File: config.mk
export PLATFORM = sky130hd
export DESIGN_NAME = dodt_ctrl
export DESIGN_NICKNAME = d
export VERILOG_FILES = /design/src/design/dodt_pkg.sv /design/src/design/dodt_delay.sv /design/src/design/dodt_decode.sv /design/src/design/dodt_ctrl.sv
export SDC_FILE = /design/constraint.sdc
export NUM_CORES = 1
export LEC_CHECK = 0
export ABC_AREA = 1
export BUFFER_PORTS_ARGS = -buffer_cell sky130_fd_sc_hd__buf_2
export CAP_MARGIN = 20
export CORE_ASPECT_RATIO = 1.2
export CORE_MARGIN = 3
export CORE_UTILIZATION = 60
export CTS_CLUSTER_DIAMETER = 60
export DETAILED_ROUTE_END_ITERATION = 16
export PLACE_DENSITY = 0.83
export SKIP_LAST_GASP = 1
export SLEW_MARGIN = 20
export SYNTH_ARGS = -nofsm -noshare
export SYNTH_HDL_FRONTEND = slang
export SYNTH_SLANG_ARGS = --single-unit
File: constraint.sdc
create_clock -name clk_i -period 5.5 [get_ports clk_i]
set_clock_uncertainty 0.1 [all_clocks]
set_input_delay 0.275 -clock clk_i [delete_from_list [all_inputs] [get_ports clk_i]]
set_output_delay 0.275 -clock clk_i [all_outputs]
set_load 0.005 [all_outputs]
File: src/design/dodt_pkg.sv
// How it works
// - Dynamic termination is on when either write-termination select bit is one.
// - Nominal code 000 off, 001 /4, 010 /2, 011 /6, 100 /12, 101 /8; others reserved.
// - Write code 01 selects /4, 10 selects /2, 11 reserved.
// - Write code 00 leaves nominal termination untouched during writes.
// - Idle: nominal strength, switched by ODT pin after turn-on/turn-off latency.
// - Any write switches to write termination write latency minus two later.
// - Back to nominal after 6 plus off latency (BL8) or 4 plus it (BC4).
// - Value undefined during change-skew window after the switch.
// - On/off timing follows ODT pin; controller honours minimum high times.
// - General nominal timing stays in force under dynamic mode.
// - Device tolerates ODT stuck high in the tied-high configuration.
// - After such a load termination settles within bounded latency, may toggle before.
// - Write leveling: strobes get nominal, data none; after exit both follow normal termination again.
// - Turn-on and turn-off latency both equal CWL plus AL minus two.
package dodt_pkg;
   // Register byte offsets
   localparam logic [3:0] REG_MR1 = 4'h0;
   localparam logic [3:0] REG_MR2 = 4'h4;
   localparam logic [3:0] REG_LAT = 4'h8;
   localparam logic [3:0] REG_STAT = 4'hc;
   // MR1/MR2 field positions
   localparam int MR1_NOM_B2 = 2;
   localparam int MR1_NOM_B6 = 6;
   localparam int MR1_NOM_B9 = 9;
   localparam int MR1_WLEV_B = 7;
   localparam int MR1_AL_LO = 3;
   localparam int MR2_CWL_LO = 3;
   localparam int MR2_WR_LO = 9;
   // Reset values
   localparam logic [15:0] MR1_RST = 16'h0000;
   localparam logic [15:0] MR2_RST = 16'h0000;
   localparam logic [7:0] LAT_RST = 8'h05;
   // Timing counts in clocks
   localparam logic [5:0] ODT_LAT_SUB = 6'h02;
   localparam logic [5:0] CWN4_ADD = 6'h04;
   localparam logic [5:0] CWN8_ADD = 6'h06;
   localparam logic [5:0] TMOD_CK = 6'h0c;
   localparam logic [5:0] SETTLE_ADD = 6'h02;
   localparam int CWL_BASE = 5;
   // Nominal codes
   localparam logic [2:0] NOM_OFF = 3'h0;
   localparam logic [2:0] NOM_RZQ4 = 3'h1;
   localparam logic [2:0] NOM_RZQ2 = 3'h2;
   localparam logic [2:0] NOM_RZQ6 = 3'h3;
   localparam logic [2:0] NOM_RZQ12 = 3'h4;
   localparam logic [2:0] NOM_RZQ8 = 3'h5;
   // Write codes
   localparam logic [1:0] WR_OFF = 2'h0;
   localparam logic [1:0] WR_RZQ4 = 2'h1;
   localparam logic [1:0] WR_RZQ2 = 2'h2;
   // Termination output encoding: RZQ divisor, 0 = off
   localparam logic [3:0] TERM_OFF = 4'h0;
   typedef enum logic [2:0] {
      DODT_NOM = 3'b001,
      DODT_WR = 3'b010,
      DODT_SKEW = 3'b100
   } dodt_mode_e;
endpackage

File: src/design/dodt_delay.sv
`timescale 1ns/1ps
// Programmable delay line for the pin level: output is input delayed by lat_i clocks
module dodt_delay (
   // Clock and reset
   input wire logic clk_i,
   input wire logic rst_i,
   // Data
   input wire logic d_i,
   input wire logic [5:0] lat_i,
   output logic q_o
);
   typedef struct packed {
      logic [63:0] sh;
   } dodt_dly_s;
   dodt_dly_s st, next_st;
   always_comb begin
      next_st = st;
      next_st.sh = {st.sh[62:0], d_i};
   end
   always_ff @(posedge clk_i) begin
      if (rst_i) begin
         st <= '0;
      end else begin
         st <= next_st;
      end
   end
   // Latency zero passes the sampled pin straight through
   assign q_o = (lat_i == 6'h00) ? d_i : st.sh[lat_i - 6'h01];
endmodule

File: src/design/dodt_decode.sv
`timescale 1ns/1ps
// Maps mode register codes to RZQ divisors
module dodt_decode (
   // Codes
   input wire logic [2:0] nom_code_i,
   input wire logic [1:0] wr_code_i,
   // Divisors
   output logic [3:0] nom_div_o,
   output logic [3:0] wr_div_o,
   output logic nom_bad_o,
   output logic wr_bad_o
);
   always_comb begin
      nom_bad_o = 1'b0;
      unique case (nom_code_i)
         dodt_pkg::NOM_OFF: nom_div_o = dodt_pkg::TERM_OFF;
         dodt_pkg::NOM_RZQ4: nom_div_o = 4'h4;
         dodt_pkg::NOM_RZQ2: nom_div_o = 4'h2;
         dodt_pkg::NOM_RZQ6: nom_div_o = 4'h6;
         dodt_pkg::NOM_RZQ12: nom_div_o = 4'hc;
         dodt_pkg::NOM_RZQ8: nom_div_o = 4'h8;
         default: begin
            // Reserved: terminate nothing rather than guess
            nom_div_o = dodt_pkg::TERM_OFF;
            nom_bad_o = 1'b1;
         end
      endcase
      wr_bad_o = 1'b0;
      unique case (wr_code_i)
         dodt_pkg::WR_OFF: wr_div_o = dodt_pkg::TERM_OFF;
         dodt_pkg::WR_RZQ4: wr_div_o = 4'h4;
         dodt_pkg::WR_RZQ2: wr_div_o = 4'h2;
         default: begin
            wr_div_o = dodt_pkg::TERM_OFF;
            wr_bad_o = 1'b1;
         end
      endcase
   end
endmodule

File: src/design/dodt_ctrl.sv
// The implementer's own choices: the register addresses and register access over Wishbone.
`timescale 1ns/1ps
// Dynamic on-die termination controller
module dodt_ctrl (
   // Clock and reset
   input wire logic clk_i,
   input wire logic rst_i,
   // Wishbone slave
   input wire logic wb_cyc_i,
   input wire logic wb_stb_i,
   input wire logic wb_we_i,
   input wire logic [3:0] wb_adr_i,
   input wire logic [3:0] wb_sel_i,
   input wire logic [31:0] wb_dat_i,
   output logic [31:0] wb_dat_o,
   output logic wb_ack_o,
   // DRAM side
   input wire logic odt_i,
   input wire logic wr_cmd_i,
   input wire logic wr_bc4_i,
   input wire logic mr1_load_i,
   input wire logic [15:0] mr1_val_i,
   // Termination
   output logic [3:0] dq_term_o,
   output logic [3:0] dqs_term_o,
   output logic term_undef_o,
   output logic wr_term_o
);
   typedef struct packed {
      logic odt_m;
      logic odt_s;
      logic [15:0] mr1;
      logic [15:0] mr2;
      logic [7:0] lat;
      dodt_pkg::dodt_mode_e mode;
      logic [5:0] cnw_cnt;
      logic cnw_run;
      logic [5:0] cwn_cnt;
      logic cwn_run;
      logic [5:0] settle_cnt;
      logic wr_seen;
      logic ack;
      logic [31:0] rdat;
      logic [3:0] dq_term;
      logic [3:0] dqs_term;
      logic undef;
   } dodt_st_s;

   dodt_st_s st, next_st;
   logic [2:0] nom_code;
   logic [3:0] nom_div, wr_div;
   logic nom_bad, wr_bad;
   logic dyn_en, wlev, pin_on;
   logic [5:0] wl, odtl, cwn_len;

   function automatic logic [15:0] merge16(input logic [15:0] old, input logic [31:0] d, input logic [3:0] sel);
      merge16 = old;
      if (sel[0]) begin
         merge16[7:0] = d[7:0];
      end
      if (sel[1]) begin
         merge16[15:8] = d[15:8];
      end
   endfunction

   assign nom_code = {st.mr1[dodt_pkg::MR1_NOM_B9], st.mr1[dodt_pkg::MR1_NOM_B6],
                      st.mr1[dodt_pkg::MR1_NOM_B2]};
   assign dyn_en = st.mr2[dodt_pkg::MR2_WR_LO] | st.mr2[dodt_pkg::MR2_WR_LO + 1];
   assign wlev = st.mr1[dodt_pkg::MR1_WLEV_B];
   // Write latency: CWL from MR2[5:3] plus AL from MR1[4:3] (0, CL-1, CL-2 as held in lat)
   always_comb begin
      logic [5:0] al;
      al = 6'h00;
      unique case (st.mr1[dodt_pkg::MR1_AL_LO +: 2])
         2'h1: al = {2'h0, st.lat[7:4]} - 6'h01;
         2'h2: al = {2'h0, st.lat[7:4]} - 6'h02;
         default: al = 6'h00;
      endcase
      wl = 6'(dodt_pkg::CWL_BASE) + {3'h0, st.mr2[dodt_pkg::MR2_CWL_LO +: 3]} + al;
   end
   assign odtl = wl - dodt_pkg::ODT_LAT_SUB;
   assign cwn_len = (wr_bc4_i ? dodt_pkg::CWN4_ADD : dodt_pkg::CWN8_ADD) + odtl;

   dodt_decode u_dec (
      .nom_code_i(nom_code),
      .wr_code_i(st.mr2[dodt_pkg::MR2_WR_LO +: 2]),
      .nom_div_o(nom_div),
      .wr_div_o(wr_div),
      .nom_bad_o(nom_bad),
      .wr_bad_o(wr_bad)
   );

   // Same latency for on and off, so one delay line serves both edges
   dodt_delay u_dly (
      .clk_i(clk_i),
      .rst_i(rst_i),
      .d_i(st.odt_s),
      .lat_i(odtl),
      .q_o(pin_on)
   );

   always_comb begin
      logic hit;
      logic [3:0] strength;
      hit = wb_cyc_i & wb_stb_i & ~st.ack;
      strength = dodt_pkg::TERM_OFF;
      next_st = st;
      next_st.odt_m = odt_i;
      next_st.odt_s = st.odt_m;
      next_st.ack = hit;
      // Bus
      if (hit && wb_we_i) begin
         unique case (wb_adr_i)
            dodt_pkg::REG_MR1: begin
               next_st.mr1 = merge16(st.mr1, wb_dat_i, wb_sel_i);
               next_st.settle_cnt = odtl + dodt_pkg::TMOD_CK + dodt_pkg::SETTLE_ADD;
            end
            dodt_pkg::REG_MR2: next_st.mr2 = merge16(st.mr2, wb_dat_i, wb_sel_i);
            dodt_pkg::REG_LAT: begin
               if (wb_sel_i[0]) begin
                  next_st.lat = wb_dat_i[7:0];
               end
            end
            default: ;
         endcase
      end
      if (hit && !wb_we_i) begin
         unique case (wb_adr_i)
            dodt_pkg::REG_MR1: next_st.rdat = {16'h0000, st.mr1};
            dodt_pkg::REG_MR2: next_st.rdat = {16'h0000, st.mr2};
            dodt_pkg::REG_LAT: next_st.rdat = {24'h000000, st.lat};
            dodt_pkg::REG_STAT: next_st.rdat = {16'h0000, wr_bad, nom_bad, st.undef, st.mode,
                                                  st.dq_term, st.dqs_term, wlev, dyn_en};
            default: next_st.rdat = 32'h00000000;
         endcase
      end
      // Command-path MR1 load also restarts settling
      if (mr1_load_i) begin
         next_st.mr1 = mr1_val_i;
         next_st.settle_cnt = odtl + dodt_pkg::TMOD_CK + dodt_pkg::SETTLE_ADD;
      end else if (st.settle_cnt != 6'h00) begin
         next_st.settle_cnt = st.settle_cnt - 6'h01;
      end
      // Write tracking; a later write restarts both latencies
      if (st.cnw_run) begin
         next_st.cnw_cnt = st.cnw_cnt - 6'h01;
      end
      if (st.cwn_run) begin
         next_st.cwn_cnt = st.cwn_cnt - 6'h01;
      end
      next_st.undef = 1'b0;
      unique case (st.mode)
         dodt_pkg::DODT_NOM: begin
            if (st.cnw_run && st.cnw_cnt <= 6'h01) begin
               next_st.cnw_run = 1'b0;
               next_st.mode = dodt_pkg::DODT_SKEW;
               next_st.undef = 1'b1;
            end
         end
         dodt_pkg::DODT_SKEW: next_st.mode = dodt_pkg::DODT_WR;
         dodt_pkg::DODT_WR: begin
            if (st.cwn_run && st.cwn_cnt <= 6'h01) begin
               next_st.cwn_run = 1'b0;
               next_st.mode = dodt_pkg::DODT_NOM;
            end
         end
      endcase
      if (wr_cmd_i && dyn_en) begin
         next_st.cnw_run = 1'b1;
         next_st.cnw_cnt = odtl;
         next_st.cwn_run = 1'b1;
         next_st.cwn_cnt = cwn_len;
         if (odtl == 6'h00 && st.mode == dodt_pkg::DODT_NOM) begin
            next_st.cnw_run = 1'b0;
            next_st.mode = dodt_pkg::DODT_SKEW;
            next_st.undef = 1'b1;
         end
      end
      if (!dyn_en) begin
         next_st.mode = dodt_pkg::DODT_NOM;
         next_st.cnw_run = 1'b0;
         next_st.cwn_run = 1'b0;
      end
      // Strength: write value only inside the write window
      strength = (next_st.mode == dodt_pkg::DODT_NOM) ? nom_div : wr_div;
      // ODT stuck high is harmless: with nominal off only write window terminates
      next_st.dq_term = pin_on ? strength : dodt_pkg::TERM_OFF;
      next_st.dqs_term = next_st.dq_term;
      if (wlev) begin
         // Leveling: strobes keep nominal, data pins carry none
         next_st.dq_term = dodt_pkg::TERM_OFF;
         next_st.dqs_term = pin_on ? nom_div : dodt_pkg::TERM_OFF;
      end
      if (next_st.mode == dodt_pkg::DODT_SKEW || st.settle_cnt != 6'h00) begin
         next_st.undef = 1'b1;
      end
   end

   always_ff @(posedge clk_i) begin
      if (rst_i) begin
         st <= '0;
         st.mr1 <= dodt_pkg::MR1_RST;
         st.mr2 <= dodt_pkg::MR2_RST;
         st.lat <= dodt_pkg::LAT_RST;
         st.mode <= dodt_pkg::DODT_NOM;
      end else begin
         st <= next_st;
      end
   end

   assign wb_ack_o = st.ack;
   assign wb_dat_o = st.rdat;
   assign dq_term_o = st.dq_term;
   assign dqs_term_o = st.dqs_term;
   assign term_undef_o = st.undef;
   assign wr_term_o = (st.mode != dodt_pkg::DODT_NOM);
endmodule

==> key figures, run 1 <==
Flow run
  – Max Cap Violations: 0

Timing
  – Worst-margin pin slew: 986 ps
  – Setup TNS: 0 ps
  – Final number of setup-violating endpoints: 0
  – Min Tclk post-route: 4030 ps
  – WHS: 19.5 ps
  – Final Cycle Share: 73.2%
  – Fmax: 248 MHz
  – Slew Viols, Final: 0
  – Max_slew headroom: 34.2%
  – RSZ-0062 raised after global routing: false
  – Endpoints failing hold: 0

Clock tree
  – CTS Buf Count: 17
  – Clk_lat worst skew: 430 ps
  – CTS Sinks: 153
  – Postcts setup bufs: 0
  – CTS tree: done
  – Post-CTS Hold Buffers: 4
  – Clk pin slew, worst setup/hold paths: 60 ps
  – Root buf cell: clkbuf_16
  – Post-cts gate resize count: 0
  – Clock Path Buffers: 2
  – H-tree depth: 4

Finish
  – Fin area: 0.00841 mm2
  – Multi-input gate area: 0.00349 mm2
  – Layout area overhead: 11.2%
  – Final nets: 1202
  – Final Non-Filler Cells: 1288
  – FILL cells: 1031
  – Sequential cell area: 0.00306 mm2
  – ANT cells: 0
  – Share of layout cells above drive strength 1: 13.8%
  – Final Core Density: 68.8%

Placement
  – Post-DP HPWL: 11.8 mm
  – Port Buffer Count: 71
  – Placed instance area: 0.00775 mm2
  – Gp weighted congestion: 0.907
  – Placed insts: 1252

Pwr
  – Peak VDD IR: 0.212 mV
  – LEAKAGE: 3.88 nW
  – Pwr dens: 318 mW/mm2

Yosys
  – Synth top area share: 40.5%
  – Register area share after synthesis: 40.5%
  – Yosys cell types: 46
  – Most instantiated library cell after synthesis: nand2_1
  – Post-Synth XOR/XNOR Area: 1.70%
  – Area leader, netlist: dfxtp_1
  – Post-synthesis mux area share: 0%
  – Post-synth top cells: nand2_1, dfxtp_1, inv_1, nor2_1, nand3_1
  – Avg Cell Area, Syn: 7.03 um2
  – Synthesized instance count: 1076
  – EDFF count, synth: 0
  – Synth Area in Compound Gates: 12.0%
  – Cell Area, Synth: 0.00757 mm2
  – Simple-gate share of the synthesized area: 27.6%
  – Ranking of synthesized cells by area: dfxtp_1, nand2_1, inv_1
  – Main combinational cell family by area after synthesis: simple AND/OR/NAND/NOR gates
  – Primary FF master, synth: dfxtp_1
  – YS warnings: 0
  – Synth async-reset ratio: 0%
  – #FFs+latches synth: 153
  – Synth Area in Adders: 3.90%

Setup path
  – CP arrival: 4290 ps
  – Crit-path max FO: 6
  – CP cell instances: inv_1 > ha_1 > o21ai_0 > nand2_1 > ha_1 > inv_1 > ha_1 > fa_1 > inv_1 > ha_1 > nand2_1 > inv_1 > nand3_1 > nand2_2 > inv_2 > nand3_1 > nand2_1 > nand2_1 > nand2_1 > nand2_2 > nand3_1 > nand3_1 > nor2_1
  – Worst r2r src: st[70]$_SDFFE_PP0P_
  – Critical path launch point: st[70]$_SDFFE_PP0P_
  – Crit start category: flop
  – Endpoint class of the critical path: flop
  – CP max-delay cell: fa_1
  – Largest delay share family, worst path: adder cells
  – Crit path kind: reg2reg
  – CP required: 5760 ps
  – Delay of the slowest critical-path stage: 680 ps
  – Most common cell on crit path: nand2_1
  – CP bufs+invs: 5

Route
  – Final WL: 17.4 mm
  – Routed Antenna Nets: 0
  – # DRC: 0
  – Routed vias/inst: 5.33
  – Post-detailed-route wirelength per cell: 13.5 um
  – Vias after detailed routing: 6867
  – DRT iter0 DRCs: 516
  – DR pass1 iterations: 7

Global routing
  – Total gr overflow: 0
  – Tot GR Track Use: 25.5%
  – Initial antenna violation count: 0
  – First-pass GRT wire length: 28.7 mm
  – Largest net degree at the start of global routing: 75
  – Vias in the first global route: 6430

Hold path
  – HP Start: wb_dat_i[13]
  – Hold Crit Class: in2reg

Run status
  – Status: complete, no violations

Die
  – Io pins: 108
  – Core area: 0.0122 mm2
  – Die Height: 129 um
  – Row count: 44
  – Die ar.: 0.0140 mm2
  – Die W: 109 um
  – Starting Density: 61.9%
worst min-delay path: cells and delay by family:
| family | cells | cell delay, ps |
|---|---|---|
| buffers and inverters | 1 | 100 |
| AND/OR/NAND/NOR | 2 | 130 |
logic make-up (layout without fill, tap and decap cells):
| family | Yosys count | after routing |
|---|---|---|
| and+or+nand+nor | 490 | 490 |
| buffers and inverters | 239 | 273 |
| AOI/OAI and AO/OA | 157 | 157 |
| DFF | 153 | 153 |
| adders and majority gates | 23 | 23 |
| xor gates and xnor gates | 13 | 13 |
| other | 1 | 18 |
metal layers:
| metal | wire length, um | track usage (%) | share of wire [%] | up-vias |
|---|---|---|---|---|
| li1 | - | - | - | 3427 |
| met5 | 0 | 0 | 0 | - |
| met4 | 589 | 13.1 | 3.4 | 0 |
| met3 | 1060 | 5.93 | 6.1 | 51 |
| met2 | 8670 | 43.9 | 50 | 252 |
| met1 | 7110 | 29.4 | 41 | 3137 |
cells in the final DEF (no fill, tap or decap), types with 6 or more instances in the layout:
cell / Yosys / layout
a31oi_1: 8 / 8
o21ai_0: 47 / 47
nand3_1: 86 / 86
a22oi_1: 11 / 11
inv_2: 16 / 16
nand2_2: 11 / 11
nor2_1: 128 / 128
clkbuf_16: 0 / 17
a21oi_1: 60 / 60
xor2_1: 8 / 8
nor3_1: 8 / 8
buf_2: 6 / 70
dfxtp_1: 153 / 153
nand2_1: 233 / 233
ha_1: 22 / 22
conb_1: 1 / 18
o2111ai_1: 6 / 6
inv_1: 144 / 144
nor2_2: 6 / 6
flip-flops by register name, indices dropped and copies added, names as in the netlist:
register and cells:
u_dly.st 64, st 61, wb_dat_o 16, dq_term_o 3
dqs_term_o 3, nom_code 3, next_st 1, term_undef_o 1
wb_ack_o 1
where the power goes:
part	leakage, nW	switching (mW)	internal [mW]
combinational	2.35	0.204	0.109
clock	0.296	0.472	0.741
sequential	1.24	0.0173	1.13
total	3.88	0.694	1.98
stage by stage:
| step | setup slack, ps | power [mW] |
|---|---|---|
| detailed placement | 1500 | 1.48 |
| global placement | 1550 | 1.48 |
| CTS | 1480 | 2.68 |
| finish | 1470 | 2.68 |
| floorplan | 2020 | 1.41 |
| global route | 1150 | 2.78 |
cell type report:
class	instances	share of cell area [%]
clock inverter	13	1.98
sequential	153	36.4
clock buffer	19	5.38
timing repair buffer	79	5.09
tap	161	2.39
inverter	162	7.26
multi-input combinational	701	41.5
final timing paths:
path | to | slack [ps] | cells after the start
hold reg to reg | st[106]$_SDFF_PP0_ | 330 | 2
hold / removal | st[87]$_SDFFE_PP0P_ | 20 | 3
setup / recovery | dqs_term_o[3]$_SDFF_PP0_ | 1470 | 23
setup reg to reg | dqs_term_o[3]$_SDFF_PP0_ | 1470 | 23
Note: power is estimated with default switching activity, not from simulation.
==> inputs of run 2 (changes only) <==
- CORE_UTILIZATION: 60 -> 58
- PLACE_DENSITY: 0.83 -> 0.81
- clock period: 5.5 -> 3.98 ns (I/O delays scaled with it)
==> run 2 against run 1 <==
  * Register-to-register slack lost 1200 ps
  * Sequential share of layout area fell by 1.3 points
  * Largest power group is now sequential cells
  * Power is 36% higher
  * Fmax rose by 9.5%
  * Design area up 3.6%
  * Non-clock buffer count grew 35
==> key figures, run 2 (synthesis results as in run 1) <==
Finish
  – Largest register FFs: 64 (unchanged)
  – ANT cells: 0 (unchanged)
  – Layout area overhead: 15.2%
  – Fin area: 0.00872 mm2 (+3.6%)
  – Most common cell after layout, fill and taps aside: nand2_1
  – Most flops, register: u_dly.st
  – Final Core Density: 68.5% (-0.32 points)
  – Share of layout cells above drive strength 1: 13.6% (-0.24 points)
  – Final nets: 1237 (+2.9%)
  – Commonest non-fill, non-tap cells in the layout: nand2_1, dfxtp_1, inv_1, nor2_1, nand3_1

Timing
  – Final Cycle Share: 92.4% (+19 points)
  – WHS: 21.2 ps (+1.76 ps)
  – Slew Viols, Final: 0 (unchanged)
  – Final number of setup-violating endpoints: 0 (unchanged)
  – Max_slew headroom: 30.3% (-4.0 points)
  – RSZ-0062 raised after global routing: false
  – Min Tclk post-route: 3680 ps (-350 ps)
  – Worst-margin pin slew: 1040 ps (+59.3 ps)
  – Fmax: 272 MHz (+9.5%)
  – Endpoints failing hold: 0 (unchanged)
  – Setup TNS: 0 ps (unchanged)

Route
  – Vias after detailed routing: 7016 (+2.2%)
  – Routed vias/inst: 5.29 (-0.76%)
  – DRT iter0 DRCs: 490 (-5.0%)
  – Routed Antenna Nets: 0 (unchanged)
  – Post-detailed-route wirelength per cell: 13.8 um (+1.8%)
  – # DRC: 0 (unchanged)
  – DR pass1 iterations: 5 (-2)
  – Final WL: 18.3 mm (+4.9%)

Die
  – Starting Density: 59.5% (-2.4 points)
  – Die Height: 131 um (+1.6%)
  – Row count: 45 (+2.3%)
  – Core area: 0.0127 mm2 (+4.1%)
  – Io pins: 108 (unchanged)
  – Die W: 110 um (+1.6%)
  – Die ar.: 0.0145 mm2 (+3.3%)

Setup path
  – Crit path kind: reg2reg
  – Worst r2r src: st[70]$_SDFFE_PP0P_
  – Worst R2R End: dqs_term_o[3]$_SDFF_PP0_
  – Crit start category: flop
  – R2R cell count: 23 (unchanged)
  – Worst reg2reg setup slack: 300 ps (-1170 ps)
  – CP arrival: 3890 ps (-400 ps)
  – CP required: 4200 ps (-1560 ps)
  – Endpoint class of the critical path: flop
  – Crit-path max FO: 5 (-1)

Placement
  – Post-DP HPWL: 12.2 mm (+3.4%)
  – Gp weighted congestion: 0.920 (+1.4%)
  – Placed instance area: 0.00778 mm2 (+0.34%)
  – Port Buffer Count: 71 (unchanged)

Global routing
  – Tot GR Track Use: 25.9% (+0.43 points)
  – Met2 Use GR: 43.9% (+0.057 points)
  – Met3 GRT Util: 5.75% (-0.18 points)
  – Largest net degree at the start of global routing: 83 (+11%)
  – Initial antenna violation count: 0 (unchanged)
  – GR peak layer: met2
  – Vias in the first global route: 6701 (+4.2%)
  – First-pass GRT wire length: 30.4 mm (+6.0%)
  – Total gr overflow: 0 (unchanged)
  – Met1 Use GR: 30.0% (+0.56 points)

Pwr
  – Pwr dens: 418 mW/mm2 (+31%)
  – Design Power: 3.64 mW (+36%)
  – LEAKAGE: 4.02 nW (+3.5%)
  – Peak VDD IR: 0.349 mV (+64%)

Clock tree
  – Clk pin slew, worst setup/hold paths: 60 ps (about the same)
  – CTS tree: done
  – Clk_lat worst skew: 420 ps (about the same)
  – CTS Buf Count: 17 (unchanged)
  – Clock Path Buffers: 2 (unchanged)
  – Root buf cell: clkbuf_16
  – CTS Sinks: 153 (unchanged)
  – H-tree depth: 4 (unchanged)

Hold path
  – Hold Crit Class: in2reg
  – Hold path cells: 3 (unchanged)
  – HP Start: mr1_val_i[6]
  – Hold EP: nom_code[1]$_SDFFE_PP0P_

Run status
  – Status: complete, no violations

Flow run
  – Max Cap Violations: 0 (unchanged)
-- run 2: cell types whose count changed in the layout (fill, tap and decap cells not counted), sizes merged, moves of 2 or more --
cell,delta
buf,+3
clkbuf,+2
clkinv,+3
clkinvlp,-2
dlygate4sd3,+32
inv,-2
-- run 2: what timing repair did --
action / in CTS / in global routing
hold buffers: 36 / 0
buffers inserted: 0 / 0
setup endpoints to repair: 0 / 4
endpoints found under the hold margin: 39 / 0
gates resized for setup: 0 / 2
-- run 2: critical path: stages, from the launching register on --
cell and delay, ps:
dfxtp_1 360, inv_1 90, ha_1 290, o21ai_0 170, nand2_1 80, ha_1 280
inv_1 40, ha_1 220, fa_1 480, inv_1 110, ha_2 230, nand2_1 80
inv_1 60, nand3_1 80, nand2_2 140, inv_2 80, nand3_1 100, nand2_1 60
nand2_1 60, nand2_1 60, nand2_2 70, nand3_1 150, nand3_1 140, nor2_1 40
-- run 2: where the power goes --
group	leakage (nW)	switching, mW	internal (mW)
registers	1.24	0.0250	1.57
logic	2.50	0.296	0.178
clock network	0.281	0.639	0.939
-- run 2: metrics by stage --
step	std cells	setup slack, ps
4_1_cts	1326	280
2_1_floorplan	1093	497
5_1_grt	1326	17.6
6_report	1326	304
3_3_place_gp	1258	391
3_5_place_dp	1258	324
-- run 2: layout make-up --
| class | count | area [um2] |
|---|---|---|
| Sequential cell | 153 | 3060 |
| Clock buffer | 21 | 450 |
| Inverter | 162 | 611 |
| Fill cell | 1084 | 4010 |
| Multi-Input combinational cell | 701 | 3500 |
| Clock inverter | 11 | 123 |
| Tap cell | 164 | 205 |
| Timing Repair Buffer | 114 | 771 |
-- run 2: how the worst max path moves through the flow --
stage / from / endpoint
after floorplan: st[72]$_SDFFE_PP0P_ / dq_term_o[3]$_SDFF_PP0_
after global placement: st[72]$_SDFFE_PP0P_ / dq_term_o[3]$_SDFF_PP0_
final: st[70]$_SDFFE_PP0P_ / dqs_term_o[3]$_SDFF_PP0_
after detailed placement: st[70]$_SDFFE_PP0P_ / dq_term_o[3]$_SDFF_PP0_
after global routing: st[70]$_SDFFE_PP0P_ / dq_term_o[3]$_SDFF_PP0_
after CTS: st[70]$_SDFFE_PP0P_ / dqs_term_o[2]$_SDFF_PP0_
-- run 2: routing by layer --
layer / vias to the layer above / part of all wire [%]
met4: 0 / 3.5
met5: - / 0
met2: 278 / 50
met3: 62 / 6.6
met1: 3186 / 40
li1: 3490 / -
==> inputs of run 3 (changes only) <==
- CORE_ASPECT_RATIO: 1.2 -> 0.75
==> run 3 against run 2 <==
  * Register-to-register slack worse by 50 ps
  * Die area about the same
  * Flip-flop and latch count unchanged
  * Hold slack worse by 13 ps
  * Clock-buffer cell count down 2
  * Setup slack worse by 46 ps
  * Design area up 0.42%
  * Cell count unchanged
  * Sequential share of layout area down 0.13 points
  * Clock power up 4%
  * Wire length up 3.2%
  * Fmax down 1.2%
  * Critical endpoint is now dqs_term_o[2]$_SDFF_PP0_
==> key figures, run 3 (synthesis results as in run 1) <==
Setup path
  – CP arrival: 3930 ps (+40 ps)
  – Worst R2R End: dqs_term_o[2]$_SDFF_PP0_
  – Endpoint class of the critical path: flop
  – Worst reg2reg setup slack: 260 ps (-50 ps)
  – Crit-path max FO: 8 (+3)
  – Crit path kind: reg2reg
  – Worst r2r src: st[93]$_SDFFE_PP0P_
  – R2R cell count: 21 (-8.7%)
  – Critical path launch point: st[93]$_SDFFE_PP0P_
  – Worst setup path endpoint: dqs_term_o[2]$_SDFF_PP0_
  – CP required: 4190 ps (about the same)
  – Crit start category: flop

Global routing
  – First-pass GRT wire length: 31.5 mm (+3.4%)
  – Vias in the first global route: 6565 (-2.0%)
  – Tot GR Track Use: 26.9% (+1.0 points)
  – Met1 Use GR: 38.7% (+8.7 points)
  – Met2 Use GR: 40.1% (-3.8 points)
  – Largest net degree at the start of global routing: 71 (-14%)
  – Met3 GRT Util: 6.26% (+0.51 points)
  – Initial antenna violation count: 0 (unchanged)
  – GR peak layer: met2
  – Total gr overflow: 0 (unchanged)

Pwr
  – LEAKAGE: 4.02 nW (about the same)
  – Design Power: 3.72 mW (+2.2%)
  – Peak VDD IR: 0.321 mV (-8.0%)
  – Pwr dens: 425 mW/mm2 (+1.7%)

Finish
  – Largest register FFs: 64 (unchanged)
  – FILL cells: 1014 (-6.5%)
  – Most common cell after layout, fill and taps aside: nand2_1
  – Commonest non-fill, non-tap cells in the layout: nand2_1, dfxtp_1, inv_1, nor2_1, nand3_1
  – Fin area: 0.00875 mm2 (+0.42%)
  – Share of layout cells above drive strength 1: 13.8% (+0.20 points)
  – Layout area overhead: 15.7%
  – ANT cells: 0 (unchanged)
  – Final nets: 1235 (-0.16%)
  – Most flops, register: u_dly.st

Timing
  – Final Cycle Share: 93.5% (+1.2 points)
  – Slew Viols, Final: 0 (unchanged)
  – Worst-margin pin slew: 1060 ps (+18.3 ps)
  – Endpoints failing hold: 0 (unchanged)
  – RSZ-0062 raised after global routing: false
  – Final number of setup-violating endpoints: 0 (unchanged)
  – Setup TNS: 0 ps (unchanged)
  – Final setup margin: 258 ps (-46.4 ps)
  – Min Tclk post-route: 3720 ps (+46.4 ps)
  – Max_slew headroom: 29.0% (-1.2 points)
  – Fmax: 269 MHz (-1.2%)

Route
  – Routed Antenna Nets: 0 (unchanged)
  – Vias after detailed routing: 7065 (+0.70%)
  – Routed vias/inst: 5.33 (+0.70%)
  – Final WL: 18.9 mm (+3.2%)
  – Post-detailed-route wirelength per cell: 14.2 um (+3.2%)
  – DRT iter0 DRCs: 669 (+37%)
  – DR pass1 iterations: 5 (unchanged)
  – # DRC: 0 (unchanged)

Die
  – Die W: 138 um (+25%)
  – Die ar.: 0.0145 mm2 (about the same)
  – Io pins: 108 (unchanged)
  – Starting Density: 60.4% (+0.95 points)
  – Die Height: 105 um (-20%)
  – Row count: 35 (-22%)
  – Core area: 0.0125 mm2 (-1.6%)

Hold path
  – Hold Crit Class: in2reg

Clock tree
  – CTS Buf Count: 17 (unchanged)
  – H-tree depth: 4 (unchanged)
  – Clk_lat worst skew: 430 ps (about the same)
  – Root buf cell: clkbuf_16
  – Clk pin slew, worst setup/hold paths: 60 ps (about the same)
  – Clock Path Buffers: 2 (unchanged)
  – CTS tree: done
  – CTS Sinks: 153 (unchanged)
  – Postcts setup bufs: 0 (unchanged)

Placement
  – Gp weighted congestion: 0.905 (-1.6%)
  – Placed instance area: 0.00779 mm2 (about the same)
  – Post-DP HPWL: 12.4 mm (+1.6%)
  – Port Buffer Count: 71 (unchanged)
  – Place WS: 296 ps (-28.4 ps)

Flow run
  – Max Cap Violations: 0 (unchanged)

Run status
  – Status: complete, no violations
run 3: cell count changes in the layout (fill, tap and decap cells not counted), sizes merged:
cell and delta:
clkbuf -2, clkinv -2, clkinvlp +2, buf -1, bufinv +1, dlygate4sd3 -1
inv +1
run 3: how the worst min path moves through the flow:
stage	slack, ps	from	to	cells past startpoint
finish	8	wb_dat_i[4]	st[78]$_SDFFE_PP0P_	3
floorplan	210	odt_i	next_st[106]$_SDFF_PP0_	2
detailed placement	320	odt_i	next_st[106]$_SDFF_PP0_	3
CTS	0.9	wb_dat_i[4]	st[70]$_SDFFE_PP0P_	3
global placement	300	next_st[106]$_SDFF_PP0_	st[106]$_SDFF_PP0_	2
global route	30	wb_dat_i[4]	st[78]$_SDFFE_PP0P_	3
run 3: cell type report:
cell class                 instances  area (um2)  area share, %
multi-input combinational        701        3500           40.0
inverter                         162         613           7.00
clock buffer                      19         433           4.94
sequential                       153        3060           35.0
timing repair buffer             112         766           8.75
clock inverter                    13         170           1.94
tap                              166         208           2.37
run 3: repair_timing:
action                                  in CTS  in global routing
resized for setup                            0                  6
endpoints found under the setup margin       0                  6
hold endpoints to repair                    36                  0
hold buffers                                35                  0
run 3: power breakdown:
| part | switching (mW) | internal [mW] |
|---|---|---|
| clock network | 0.658 | 0.992 |
| logic | 0.298 | 0.182 |
| registers | 0.0268 | 1.57 |
run 3: worst max-delay path, cell delays in order (launching register included):
cell and delay [ps]:
dfxtp_1 380, inv_1 80, ha_1 360, inv_1 80
nand2_1 60, ha_1 290, inv_1 40, ha_1 220
fa_1 540, buf_4 200, xnor2_2 420, nand3_1 140
nand3_1 120, nand2_1 80, nand2_1 60, nand2_1 50
nand2_2 70, nand2_2 50, nand2_2 50, nand2_2 60
nand2_1 90, nand2_1 60
run 3: per-layer routing:
metal	share of wire, %	vias up
met3	8.6	38
met4	1.8	0
met5	0	-
li1	-	3493
met1	46	3233
met2	43	301
run 3: metrics by stage:
| stage | util (%) | hold slack, ps | instances |
|---|---|---|---|
| global placement | 62.2 | 300 | 1259 |
| floorplan | - | 206 | 1093 |
| global route | 69.9 | 26.7 | 1326 |
| detailed placement | 62.2 | 315 | 1259 |
| finish | 69.9 | 8.48 | 1326 |
| CTS | 69.8 | 0.872 | 1326 |
